File: src/pkg/tsq_pkg.sv
`default_nettype none
package tsq_pkg;

  // ----------------------------------------------------------------------
  // sequencer states
  // ----------------------------------------------------------------------
  typedef enum logic [1:0] {
    TSQ_IDLE,
    TSQ_CTRL,
    TSQ_ACQ,
    TSQ_CONV
  } tsq_state_t;

  // ----------------------------------------------------------------------
  // control byte layout, msb first
  // ----------------------------------------------------------------------
  localparam int unsigned CTRL_BITS    = 8;
  localparam int unsigned CH_HI        = 6;
  localparam int unsigned CH_LO        = 4;
  localparam int unsigned MODE_BIT     = 3;
  localparam int unsigned REF_MODE_BIT = 2;
  localparam int unsigned PWR_HIGH_BIT = 1;
  localparam int unsigned PWR_LOW_BIT  = 0;

  // channel codes
  localparam logic [2:0] CH_TEMP_UNIT = 3'h0;
  localparam logic [2:0] CH_Y_POS     = 3'h1;
  localparam logic [2:0] CH_BATTERY   = 3'h2;
  localparam logic [2:0] CH_Z1        = 3'h3;
  localparam logic [2:0] CH_Z2        = 3'h4;
  localparam logic [2:0] CH_X_POS     = 3'h5;
  localparam logic [2:0] CH_TEMP_X91  = 3'h7;

  // ----------------------------------------------------------------------
  // serial clock edge numbers within one frame, counted from the start bit
  // ----------------------------------------------------------------------
  localparam logic [4:0] EDGE_START     = 5'h01;
  localparam logic [4:0] EDGE_ACQ       = 5'h05;
  localparam logic [4:0] ACQ_CYCLES     = 5'h03;
  localparam logic [4:0] EDGE_HOLD      = EDGE_ACQ + ACQ_CYCLES;
  localparam logic [4:0] EDGE_OUT_SE    = 5'h09;
  localparam logic [4:0] EDGE_OUT_DIFF  = 5'h0A;
  localparam logic [4:0] EDGE_FRAME_END = 5'h18;
  localparam logic [4:0] EDGE_NEXT_12   = 5'h0F;
  localparam logic [4:0] EDGE_NEXT_8    = 5'h0B;
  localparam logic [3:0] RES_12         = 4'hC;
  localparam logic [3:0] RES_8          = 4'h8;
  localparam int unsigned RESULT_W      = 12;

  // ----------------------------------------------------------------------
  // register map, byte addresses
  // ----------------------------------------------------------------------
  localparam int unsigned AXI_AW     = 4;
  localparam logic [3:0]  REG_CTRL   = 4'h0;
  localparam logic [3:0]  REG_STATUS = 4'h4;
  localparam logic [3:0]  REG_RESULT = 4'h8;
  localparam logic [3:0]  REG_FRAMES = 4'hC;
  localparam int unsigned CTRL_ENABLE_BIT = 0;
  localparam logic [1:0]  CTRL_RESET      = 2'h1;
  localparam int unsigned STAT_BYTE_LO    = 8;
  localparam int unsigned STAT_PWR_LO     = 4;
  localparam logic [1:0]  RESP_OKAY       = 2'h0;
  localparam logic [1:0]  RESP_SLVERR     = 2'h2;

endpackage : tsq_pkg
`default_nettype wire

File: src/tsq_sequencer.sv
// The placing of the registers and the AXI4-Lite slave port were decided locally.
`timescale 1ns/1ps
`default_nettype none
module tsq_sequencer (
  // clock, reset, enable
  input  wire logic        clk,
  input  wire logic        rst_b,
  input  wire logic        ce,
  // serial pins
  input  wire logic        serial_clock_in,
  input  wire logic        serial_data_in,
  output logic             serial_data_out,
  output logic             conv_busy,
  // analog core
  input  wire logic [11:0] adc_code,
  output logic [2:0]       channel_select,
  output logic             ref_mode_select,
  output logic             sample_hold,
  output logic             x_drv_pos,
  output logic             x_drv_neg,
  output logic             y_drv_pos,
  output logic             y_drv_neg,
  output logic             temp_bias_unit,
  output logic             temp_bias_x91,
  output logic             battery_div_en,
  output logic             adc_power_on,
  output logic             ref_power_on,
  // axi4-lite slave
  input  wire logic [3:0]  s_axi_awaddr,
  input  wire logic        s_axi_awvalid,
  output logic             s_axi_awready,
  input  wire logic [31:0] s_axi_wdata,
  input  wire logic [3:0]  s_axi_wstrb,
  input  wire logic        s_axi_wvalid,
  output logic             s_axi_wready,
  output logic [1:0]       s_axi_bresp,
  output logic             s_axi_bvalid,
  input  wire logic        s_axi_bready,
  input  wire logic [3:0]  s_axi_araddr,
  input  wire logic        s_axi_arvalid,
  output logic             s_axi_arready,
  output logic [31:0]      s_axi_rdata,
  output logic [1:0]       s_axi_rresp,
  output logic             s_axi_rvalid,
  input  wire logic        s_axi_rready
);

  // ----------------------------------------------------------------------
  // reset release and pin synchronisation
  // ----------------------------------------------------------------------
  logic        rst_meta_b;
  logic        rst_sync_b;
  logic [1:0]  pins_sync;
  logic        sclk_prev;

  // reset asserts at once, releases two clocks later
  always_ff @(posedge clk or negedge rst_b) begin
    if (!rst_b) begin
      rst_meta_b <= 1'b0;
      rst_sync_b <= 1'b0;
    end else begin
      rst_meta_b <= 1'b1;
      rst_sync_b <= rst_meta_b;
    end
  end

  tsq_sync2 u_sync (
    .clk      (clk),
    .rst_b    (rst_sync_b),
    .ce       (ce),
    .pin_in   ({serial_clock_in, serial_data_in}),
    .pin_sync (pins_sync)
  );

  wire sclk_s    = pins_sync[1];
  wire din_s     = pins_sync[0];
  wire sclk_rise = sclk_s & ~sclk_prev;
  wire sclk_fall = ~sclk_s & sclk_prev;

  // ----------------------------------------------------------------------
  // sequencer state
  // ----------------------------------------------------------------------
  tsq_pkg::tsq_state_t state;
  logic [4:0]  edge_cnt;
  logic [6:0]  ctrl_shift;
  logic [7:0]  ctrl_byte;
  logic        res_8bit;
  logic        pwr_field_low;
  logic        pwr_field_high;
  logic [11:0] result_shift;
  logic [11:0] result_last;
  logic [3:0]  bits_left;
  logic [15:0] frame_count;
  logic [1:0]  ctrl_reg;

  wire seq_enable = ctrl_reg[tsq_pkg::CTRL_ENABLE_BIT];
  wire [7:0] byte_now  = {ctrl_shift, din_s};
  wire [2:0] ch_early  = ctrl_shift[2:0]; // start sits above the channel at edge 5
  wire [2:0] ch_now    = byte_now[tsq_pkg::CH_HI:tsq_pkg::CH_LO];
  wire       ser_now   = byte_now[tsq_pkg::REF_MODE_BIT];
  wire       mode_now  = byte_now[tsq_pkg::MODE_BIT];
  wire [4:0] next_edge = edge_cnt + 5'h01;
  wire [4:0] next_ok   = res_8bit ? tsq_pkg::EDGE_NEXT_8 : tsq_pkg::EDGE_NEXT_12;
  wire [4:0] out_edge  = ref_mode_select ? tsq_pkg::EDGE_OUT_SE : tsq_pkg::EDGE_OUT_DIFF;
  wire       restart   = din_s && (next_edge > next_ok);
  wire       frame_end = next_edge == tsq_pkg::EDGE_FRAME_END;
  wire       out_now   = (edge_cnt >= out_edge) && (bits_left != 4'h0);

  // edge history, only the synchronised copy is looked at
  always_ff @(posedge clk or negedge rst_sync_b) begin
    if (!rst_sync_b) begin
      sclk_prev <= 1'b0;
    end else if (ce) begin
      sclk_prev <= sclk_s;
    end
  end

  // frame walk on rising serial clock edges; no edge means no progress
  always_ff @(posedge clk or negedge rst_sync_b) begin
    if (!rst_sync_b) begin
      state      <= tsq_pkg::TSQ_IDLE;
      edge_cnt   <= 5'h00;
      ctrl_shift <= 7'h00;
    end else if (ce && sclk_rise) begin
      ctrl_shift <= byte_now[6:0];
      case (state)
        tsq_pkg::TSQ_IDLE: begin
          if (din_s && seq_enable) begin
            state    <= tsq_pkg::TSQ_CTRL;
            edge_cnt <= tsq_pkg::EDGE_START;
          end
        end
        tsq_pkg::TSQ_CTRL: begin
          edge_cnt <= next_edge;
          if (next_edge == tsq_pkg::EDGE_ACQ) begin
            state <= tsq_pkg::TSQ_ACQ;
          end
        end
        tsq_pkg::TSQ_ACQ: begin
          edge_cnt <= next_edge;
          if (next_edge == tsq_pkg::EDGE_HOLD) begin
            state <= tsq_pkg::TSQ_CONV;
          end
        end
        tsq_pkg::TSQ_CONV: begin
          if (restart) begin
            state    <= tsq_pkg::TSQ_CTRL;
            edge_cnt <= tsq_pkg::EDGE_START;
          end else if (frame_end) begin
            state    <= tsq_pkg::TSQ_IDLE;
            edge_cnt <= 5'h00;
          end else begin
            edge_cnt <= next_edge;
          end
        end
        default: begin
          state    <= tsq_pkg::TSQ_IDLE;
          edge_cnt <= 5'h00;
        end
      endcase
    end
  end

  // control byte latched at the hold edge, applies to this conversion
  always_ff @(posedge clk or negedge rst_sync_b) begin
    if (!rst_sync_b) begin
      ctrl_byte       <= 8'h00;
      channel_select  <= 3'h0;
      ref_mode_select <= 1'b0;
      res_8bit        <= 1'b0;
      pwr_field_low   <= 1'b0;
      pwr_field_high  <= 1'b0;
    end else if (ce && sclk_rise) begin
      if (state == tsq_pkg::TSQ_CTRL && next_edge == tsq_pkg::EDGE_ACQ) begin
        channel_select <= ch_early;
      end
      if (state == tsq_pkg::TSQ_ACQ && next_edge == tsq_pkg::EDGE_HOLD) begin
        ctrl_byte       <= byte_now;
        channel_select  <= ch_now;
        ref_mode_select <= ser_now;
        res_8bit        <= mode_now;
        pwr_field_low   <= byte_now[tsq_pkg::PWR_LOW_BIT];
        pwr_field_high  <= byte_now[tsq_pkg::PWR_HIGH_BIT];
      end
    end
  end

  // result capture at hold and msb first shift on falling edges
  always_ff @(posedge clk or negedge rst_sync_b) begin
    if (!rst_sync_b) begin
      result_shift    <= 12'h000;
      result_last     <= 12'h000;
      bits_left       <= 4'h0;
      serial_data_out <= 1'b0;
    end else if (ce) begin
      if (sclk_rise && state == tsq_pkg::TSQ_ACQ && next_edge == tsq_pkg::EDGE_HOLD) begin
        result_shift <= mode_now ? {adc_code[11:4], 4'h0} : adc_code;
        result_last  <= mode_now ? {4'h0, adc_code[11:4]} : adc_code;
        bits_left    <= mode_now ? tsq_pkg::RES_8 : tsq_pkg::RES_12;
      end else if (sclk_fall && state == tsq_pkg::TSQ_CONV && out_now) begin
        serial_data_out <= result_shift[11];
        result_shift    <= {result_shift[10:0], 1'b0};
        bits_left       <= bits_left - 4'h1;
      end else if (sclk_fall) begin
        serial_data_out <= 1'b0;
      end
    end
  end

  // ----------------------------------------------------------------------
  // analog control decode
  // ----------------------------------------------------------------------
  wire in_acq   = state == tsq_pkg::TSQ_ACQ;
  wire in_conv  = state == tsq_pkg::TSQ_CONV;
  wire hold_on  = pwr_field_low && !in_acq && !in_conv;
  wire drv_live = in_acq || (in_conv && !ref_mode_select) || hold_on;
  wire ch_y     = channel_select == tsq_pkg::CH_Y_POS;
  wire ch_x     = channel_select == tsq_pkg::CH_X_POS;
  wire ch_z     = (channel_select == tsq_pkg::CH_Z1) || (channel_select == tsq_pkg::CH_Z2);
  wire idle_pd  = !pwr_field_low && !in_acq && !in_conv;
  wire next_xp  = drv_live && ch_x;
  wire next_xn  = drv_live && (ch_x || ch_z);
  wire next_yp  = drv_live && (ch_y || ch_z);
  wire next_yn  = (drv_live && ch_y) || idle_pd; // pen detect path in power-down
  wire next_tu  = in_acq && channel_select == tsq_pkg::CH_TEMP_UNIT;
  wire next_t91 = in_acq && channel_select == tsq_pkg::CH_TEMP_X91;
  wire next_bat = in_acq && channel_select == tsq_pkg::CH_BATTERY;
  wire next_adc = in_acq || in_conv || pwr_field_low;
  wire next_ref = pwr_field_high;

  // all analog controls registered so the pins never glitch
  always_ff @(posedge clk or negedge rst_sync_b) begin
    if (!rst_sync_b) begin
      {x_drv_pos, x_drv_neg, y_drv_pos, y_drv_neg} <= 4'h0;
      {temp_bias_unit, temp_bias_x91, battery_div_en} <= 3'h0;
      {adc_power_on, ref_power_on, sample_hold, conv_busy} <= 4'h0;
    end else if (ce) begin
      {x_drv_pos, x_drv_neg, y_drv_pos, y_drv_neg} <= {next_xp, next_xn, next_yp, next_yn};
      {temp_bias_unit, temp_bias_x91, battery_div_en} <= {next_tu, next_t91, next_bat};
      {adc_power_on, ref_power_on} <= {next_adc, next_ref};
      sample_hold <= in_conv;
      conv_busy   <= in_conv;
    end
  end

  // completed frames, a restart by overlap also counts
  always_ff @(posedge clk or negedge rst_sync_b) begin
    if (!rst_sync_b) begin
      frame_count <= 16'h0000;
    end else if (ce && sclk_rise && in_conv && (restart || frame_end)) begin
      frame_count <= frame_count + 16'h0001;
    end
  end

  // ----------------------------------------------------------------------
  // axi4-lite slave, one write and one read in flight
  // ----------------------------------------------------------------------
  logic [3:0]  aw_addr;
  logic        aw_got;
  logic [31:0] w_data;
  logic [3:0]  w_strb;
  logic        w_got;

  wire do_write = aw_got && w_got && !s_axi_bvalid;
  wire wr_ctrl  = aw_addr == tsq_pkg::REG_CTRL;
  wire wr_err   = !wr_ctrl;
  wire [31:0] stat_word = {16'h0000, ctrl_byte, 2'h0, pwr_field_high, pwr_field_low,
                           2'h0, state};
  wire rd_ctrl  = s_axi_araddr == tsq_pkg::REG_CTRL;
  wire rd_stat  = s_axi_araddr == tsq_pkg::REG_STATUS;
  wire rd_res   = s_axi_araddr == tsq_pkg::REG_RESULT;
  wire rd_frm   = s_axi_araddr == tsq_pkg::REG_FRAMES;
  wire rd_err   = !(rd_ctrl || rd_stat || rd_res || rd_frm);
  wire [31:0] rd_mux = rd_ctrl ? {30'h0000_0000, ctrl_reg} :
                       rd_stat ? stat_word :
                       rd_res  ? {20'h0_0000, result_last} :
                       rd_frm  ? {16'h0000, frame_count} : 32'h0000_0000;

  // address and data channels, taken in either order
  always_ff @(posedge clk or negedge rst_sync_b) begin
    if (!rst_sync_b) begin
      {s_axi_awready, s_axi_wready, aw_got, w_got} <= 4'h0;
      aw_addr <= 4'h0;
      w_data  <= 32'h0000_0000;
      w_strb  <= 4'h0;
    end else if (ce) begin
      s_axi_awready <= !aw_got && !s_axi_bvalid && !(s_axi_awvalid && s_axi_awready);
      s_axi_wready  <= !w_got && !s_axi_bvalid && !(s_axi_wvalid && s_axi_wready);
      if (s_axi_awvalid && s_axi_awready) begin
        aw_got  <= 1'b1;
        aw_addr <= s_axi_awaddr;
      end else if (do_write) begin
        aw_got <= 1'b0;
      end
      if (s_axi_wvalid && s_axi_wready) begin
        w_got  <= 1'b1;
        w_data <= s_axi_wdata;
        w_strb <= s_axi_wstrb;
      end else if (do_write) begin
        w_got <= 1'b0;
      end
    end
  end

  // write response and the control register
  always_ff @(posedge clk or negedge rst_sync_b) begin
    if (!rst_sync_b) begin
      s_axi_bvalid <= 1'b0;
      s_axi_bresp  <= tsq_pkg::RESP_OKAY;
      ctrl_reg     <= tsq_pkg::CTRL_RESET;
    end else if (ce) begin
      if (do_write) begin
        s_axi_bvalid <= 1'b1;
        s_axi_bresp  <= wr_err ? tsq_pkg::RESP_SLVERR : tsq_pkg::RESP_OKAY;
        if (wr_ctrl && w_strb[0]) begin
          ctrl_reg <= w_data[1:0];
        end
      end else if (s_axi_bready) begin
        s_axi_bvalid <= 1'b0;
      end
    end
  end

  // read channel, unmapped words read zero with slverr
  always_ff @(posedge clk or negedge rst_sync_b) begin
    if (!rst_sync_b) begin
      s_axi_arready <= 1'b0;
      s_axi_rvalid  <= 1'b0;
      s_axi_rdata   <= 32'h0000_0000;
      s_axi_rresp   <= tsq_pkg::RESP_OKAY;
    end else if (ce) begin
      if (s_axi_arvalid && s_axi_arready) begin
        s_axi_arready <= 1'b0;
        s_axi_rvalid  <= 1'b1;
        s_axi_rdata   <= rd_mux;
        s_axi_rresp   <= rd_err ? tsq_pkg::RESP_SLVERR : tsq_pkg::RESP_OKAY;
      end else if (s_axi_rvalid && s_axi_rready) begin
        s_axi_rvalid <= 1'b0;
      end else if (!s_axi_rvalid) begin
        s_axi_arready <= 1'b1;
      end
    end
  end

endmodule : tsq_sequencer
`default_nettype wire

File: src/tsq_sync2.sv
`timescale 1ns/1ps
`default_nettype none
// two-flop synchroniser for the serial pins; first stage is read by nothing else
module tsq_sync2 (
  // clock and reset
  input  wire logic       clk,
  input  wire logic       rst_b,
  input  wire logic       ce,
  // pins in, synchronised copy out
  input  wire logic [1:0] pin_in,
  output logic      [1:0] pin_sync
);

  logic [1:0] stage1;

  // --------------------------------------------------------------------
  // double flop, frozen with the clock enable
  // --------------------------------------------------------------------
  always_ff @(posedge clk or negedge rst_b) begin
    if (!rst_b) begin
      stage1   <= 2'h0;
      pin_sync <= 2'h0;
    end else if (ce) begin
      stage1   <= pin_in;
      pin_sync <= stage1;
    end
  end

endmodule : tsq_sync2
`default_nettype wire

File: config.mk
export PLATFORM = sky130hd
export DESIGN_NAME = tsq_sequencer
export DESIGN_NICKNAME = d
export VERILOG_FILES = /design/src/pkg/tsq_pkg.sv /design/src/tsq_sequencer.sv /design/src/tsq_sync2.sv
export SDC_FILE = /design/constraint.sdc
export NUM_CORES = 1
export LEC_CHECK = 0
export BUFFER_PORTS_ARGS = -buffer_cell sky130_fd_sc_hd__buf_2
export CAP_MARGIN = 20
export CORE_ASPECT_RATIO = 0.75
export CORE_MARGIN = 1.5
export CORE_UTILIZATION = 30
export DETAILED_ROUTE_END_ITERATION = 8
export SYNTH_ARGS = -nofsm -noshare
export SYNTH_HDL_FRONTEND = slang
export SYNTH_SLANG_ARGS = --single-unit
File: constraint.sdc
create_clock -name clk -period 4.47 [get_ports clk]
set_input_delay 0.894 -clock clk [delete_from_list [all_inputs] [get_ports clk]]
set_output_delay 0.894 -clock clk [all_outputs]
set_load 0.05 [all_outputs]
# Word-level counts from Yosys, hierarchy flattened
# Index checks and enable logic that the tools add are counted.
# totals
reg_bits,143
input_bits,66
out_inout_bits,57
elab_cells,199
# classes
addsub,3
n_lt_le_gt_ge,2
n_eq_ne,21
muxes,39
bitwise_logic,5
reduce_logical,86
# op_table
cell,count
2-to-1 mux 16 bit,4
2-to-1 mux 12 bit,3
logical AND 1 bit,35
AND reduction 2 bit,13
adder 16 x 1 -> 16 bit (second input constant),1
2-to-1 mux 2 bit,8
2-to-1 mux 5 bit,3
case mux 5 bit (3 select lines),1
nonzero test 2 bit,7
logical OR 1 bit,12
2-to-1 mux 1 bit,12
2-to-1 mux 3 bit,4
2-to-1 mux 4 bit,3
== test 3 bit (second input constant),3
zero test 1 bit,9
AND reduction 3 bit,3
== test 4 bit (second input constant),2
zero test 4 bit,2
case mux 2 bit (4 select lines),1
== test 3 x 2 -> 1 bit (second input constant),2
inequality test 2 bit (second input constant),3
adder 5 x 1 -> 5 bit (second input constant),1
== test 5 x 3 -> 1 bit (second input constant),1
== test 5 x 4 -> 1 bit (second input constant),1
other kinds (17),22

# Depth between registers and ports, before layout
# logic_depth
ltp_word,7
ltp_mapped,11
ltp_nobuf,9

# Hierarchy
# Synthesis repeated with hierarchy kept, for this count alone.
# unflattened
cells_unflattened,571
hier_area_um2,5943.2
# modules_own_cells
mod,n_inst,cells_each,area_per_inst_um2,seq_area_each_um2
tsq_sequencer,1,563,5798.1,2929.1
tsq_sync2,1,8,145.1,100.1

# Worst setup path after synthesis
# OpenSTA, ideal clock, no wires.
# synth_timing
path_kind,register to register
start,register edge_cnt[1]
end,register state[1]
setup_ns,0.125
t_arrival_ns,2.269
required_ns,4.345
slack_ns,2.076
stages_incl_launch_ff,10
n_path_buf,0
period_less_slack_ns,2.394
path_cell_list,dfrtp_1 -> ha_1 -> nor2b_1 -> nand2b_1 -> ha_1 -> and2_1 -> o31ai_4 -> nand2_2 -> a21o_1 -> mux2_4
# synth_via
elab_chain_cells,5
word_cells_on_any_way,12
classes_between,add/sub (1); order compare (1); eq/ne (6); mux (2); reduce/logical (2)
# synth_lines
item,line,text
start: declaration,tsq_sequencer.sv:84,logic [4:0] edge_cnt;
start signal: assignment,tsq_sequencer.sv:130,edge_cnt <= tsq_pkg::EDGE_START;
start signal: assignment,tsq_sequencer.sv:134,edge_cnt <= next_edge;
start signal: assignment,tsq_sequencer.sv:140,edge_cnt <= next_edge;
adder 5 x 1 -> 5 bit (*),tsq_sequencer.sv:102,wire [4:0] next_edge = edge_cnt + 5'h01;
greater-than comparator 5 x 4 -> 1 bit,tsq_sequencer.sv:105,wire restart = din_s && (next_edge > next_ok);
logical AND 1 bit,tsq_sequencer.sv:105,
inequality test 3 bit (no line) / 2-to-1 mux 2 bit (equally long branches),n/a,
AND reduction 5 bit (no line) / case mux 2 bit (4 select lines) (equally long branches),n/a,
end signal: assignment,tsq_sequencer.sv:121,state <= tsq_pkg::TSQ_IDLE;
end signal: assignment,tsq_sequencer.sv:129,state <= tsq_pkg::TSQ_CTRL;
end signal: assignment,tsq_sequencer.sv:136,state <= tsq_pkg::TSQ_ACQ;
end: declaration,tsq_sequencer.sv:83,tsq_pkg::tsq_state_t state;
# Mark *: on every way between the ends. The rest lies on a longest branch, timed or not.
# A chain may end at the register's enable or synchronous reset.

# Worst setup path after layout
# Same ends and word-level chain as after synthesis.

==> metrics.csv <==
stage;metric;value;unit
grt;total global routing overflow;0;
logic_synthesis;post-synthesis cell count;604;
power;Sw Share;31.1;%
power;PwrDens;495;nW/um^2
floorplanning;Placement Rows;44;
timing;Setup Skew;0.0105;ns
cts;hold buffers post-CTS;0;
timing;fin. max-slew vios;0;
status;outcome;completed;
logic_synthesis;Netlist Area Pre-Place;5950;um^2
route;WL/cell;15.4;um
final_layout;fin area;7080;um^2
floorplanning;Core Box Area;19400;um^2
timing;min Tclk post-route;2.86;ns
grt;initial antenna violation count;0;
worst_setup_path;crit-path max cell delay;0.55;ns
worst_setup_path;CP most frequent cell;ha_1;
timing;final setup fails;0;
power;Tot Pwr;3.50;mW
cts;Clk pin slew, worst setup/hold paths;0.06;ns
min_path;hold crit path type;flop to asynchronous set/reset pin;
logic_synthesis;ys async rst share;100;%
worst_setup_path;r2r worst-path depth;9;
worst_setup_path;WS Path Type;flop to flop;
power;P_sw;1.09;mW
floorplanning;Die Wd;166;um
cts;worst-skew pair later-pin latency;0.41;ns
worst_setup_path;Setup crit end kind;flop;
final_layout;most frequent cells in the layout;119 x dfrtp_1, 117 x nand2_1, 71 x buf_2, 38 x o21ai_0, 29 x a21oi_1;
final_layout;Final #Nets;747;
worst_setup_path;RR Endpoint;state[1];
logic_synthesis;Post-synth top flop;dfrtp_1;
placed_design;global placer's final weighted congestion;0.858;
cts;CTS H-tree lvls;4;
final_layout;# diodes;0;
cts;clock tree buffer depth;2;
logic_synthesis;sequential element share of the synthesized area;50.9;%
floorplanning;Die Ht;125;um
route;DRT iter0 DRCs;409;
floorplanning;# IOs;123;
power;combinational cell fraction of total power;18.8;%
worst_setup_path;Required @ worst endpoint;4.76;ns
route;Post-route DRC;0;
grt;first-pass GRT wire length;23.1;mm
timing;setup TNS;0;ns
logic_synthesis;Syn. warnings;0;
logic_synthesis;Distinct cells, synth;60;
grt;vias in the first global route;4127;
logic_synthesis;EDFF count, synth;0;
grt;GRT Util Overall;14.1;%
timing;relative slew slack;46.7;%
timing;highest clock rate;349;MHz
cts;setup bufs post-CTS;0;
route;DRT Wirelength;14.4;mm
worst_setup_path;Worst Setup Start Kind;flop;
worst_setup_path;CP Max Fanout;11;
placed_design;DP Wirelength;10.3;mm
final_layout;most common cell after layout, fill and taps aside;dfrtp_1;
route;First-pass DRT Iterations;7;
cts;CTS Root Buffer Type;clkbuf_16;
job;MaxCap Viol Count;0;
floorplanning;Die Area;20700;um^2
route;vias per inst;4.78;
logic_synthesis;Seq cells post-synth;121;
cts;CTS resizes;0;
worst_setup_path;crit-path cells;ha_1 > nor2b_1 > nand2b_1 > ha_1 > and2_1 > o31ai_4 > nand2_2 > a21o_1 > mux2_4;
worst_setup_path;Crit path max-delay family;compound AO/OA/AOI/OAI gates;
timing;fin crit share;64.0;%
final_layout;area growth from synthesis to layout;18.9;%
timing;final hold violation count;0;
power;clock share of power;41.1;%
power;Int Pwr;2.41;mW
cts;CTS tree;yes;
logic_synthesis;Syn Area/Cell;9.86;um^2
worst_setup_path;Buf/Inv on CP;0;
floorplanning;Starting Density;30.7;%
worst_setup_path;Worst R2R Setup Slack;1.61;ns
placed_design;port buffer count;71;
timing;RSZ-0062 raised after global routing;no;
cts;CTS Sinks;121;
power;static leakage;3.39;nW
cts;CTS Buf Count;17;
grt;pin count of the biggest net entering global routing;55;
worst_setup_path;Arr. time, crit path;3.15;ns
worst_setup_path;CP max stage cell;dfrtp_1;
power;sequential share of power;40.1;%
timing;worst setup margin;1.61;ns
final_layout;Top Registers;frame_count x16, s_axi_rdata x16;
placed_design;Post-Place Cell Area;6460;um^2
worst_setup_path;RR Startpoint;edge_cnt[1];
route;vias post-DR;4466;
timing;Worst Max-Slew Pin Slew;0.800;ns
placed_design;Place WS;1.57;ns
route;Final ANT Viol Nets;0;
final_layout;layout cell share with drive strength beyond 1;21.1;%
power;Peak VDD IR;0.215;mV
-- power groups by stage --
stage                     combinational, mW  sequential [mW]  clock [mW]
final                                 0.658             1.41        1.44
after floorplan                       0.432             1.47           0
after global routing                  0.718             1.43        1.51
after CTS                             0.658             1.40        1.46
after global placement                0.646             1.42           0
after detailed placement              0.654             1.42           0
-- layer usage --
metal	wire length [um]	share of wire (%)	GRT usage, %
met1	7870	55	23.8
met2	5370	37	17.1
met3	1080	7.6	3.48
met4	33	0.23	3.02
met5	0	0	0
-- through the flow --
step	hold WS (ns)	cells	util [%]
final	0.252	934	36.5
after global placement	0.259	902	33.3
after global routing	0.252	934	36.5
after detailed placement	0.262	902	33.3
after CTS	0.245	934	36.5
after floorplan	0.331	621	-
-- cells in the mapped netlist, types with 3 or more instances --
cell type  instances  share of area (%)
a2bb2oi_1          3               0.44
nand2_1          117                7.4
mux2i_1           18                3.0
buf_4             20                2.5
mux2_2            26                4.9
xnor2_1           10                1.5
and2_1             3               0.32
nand3b_1           3               0.38
inv_1             18                1.1
nor3_1             5               0.42
a21oi_1           29                2.4
a22oi_1            6               0.76
nand4_1           13                1.4
o21ai_0           38                3.2
a31oi_1            3               0.32
nand2b_1          10                1.1
clkbuf_1          20                1.3
buf_2              6               0.50
o22ai_1            8               0.84
ha_1              13                2.7
o21ai_1            9               0.76
xor2_1             8                1.2
nor2_1            25                1.6
a22o_1             3               0.44
or3_1              3               0.32
nor2b_1           11                1.2
a211oi_1           3               0.38
nand3_1           16                1.3
dfrtp_1          120                 50
o21a_1             3               0.38
-- cells by family (layout without fill, tap and decap cells) --
group	count (synthesis)	count (layout)	share of synthesized area, %
simple gates	219	219	17.0
flops	121	121	50.9
compound gates	117	117	11.9
buf+inv	67	127	5.74
mux	47	47	8.95
xor+xnor	18	18	2.65
fa+ha+maj	13	13	2.73
other cells	2	19	0.126
-- layout make-up --
| class | count | area, um^2 |
|---|---|---|
| Multi-Input combinational cell | 433 | 2650 |
| Tap cell | 253 | 317 |
| Clock buffer | 19 | 443 |
| Timing Repair Buffer | 76 | 393 |
| Sequential cell | 121 | 3030 |
| Clock inverter | 13 | 176 |
| Inverter | 19 | 71.3 |
| Fill cell | 1985 | 12300 |
-- worst reg2reg max path, stage by stage, from the launching register on --
cell      delay (ns)
dfrtp_1         0.55
ha_1            0.31
nor2b_1         0.21
nand2b_1        0.14
ha_1            0.24
and2_1          0.16
o31ai_4         0.42
nand2_2         0.16
a21o_1          0.25
mux2_4          0.30
-- worst max path at each step --
stage / start / to / slack (ns) / cells past startpoint
finish: edge_cnt[1] / state[1] / 1.61 / 9
global route: edge_cnt[1] / frame_count[11] / 1.38 / 9
CTS: edge_cnt[1] / state[1] / 1.64 / 9
detailed placement: ce / result_shift[10] / 1.57 / 6
global placement: ce / result_shift[10] / 1.59 / 6
floorplan: rst_sync_b / adc_power_on / 0.85 / 0
Power figures use the tool's default switching activity.
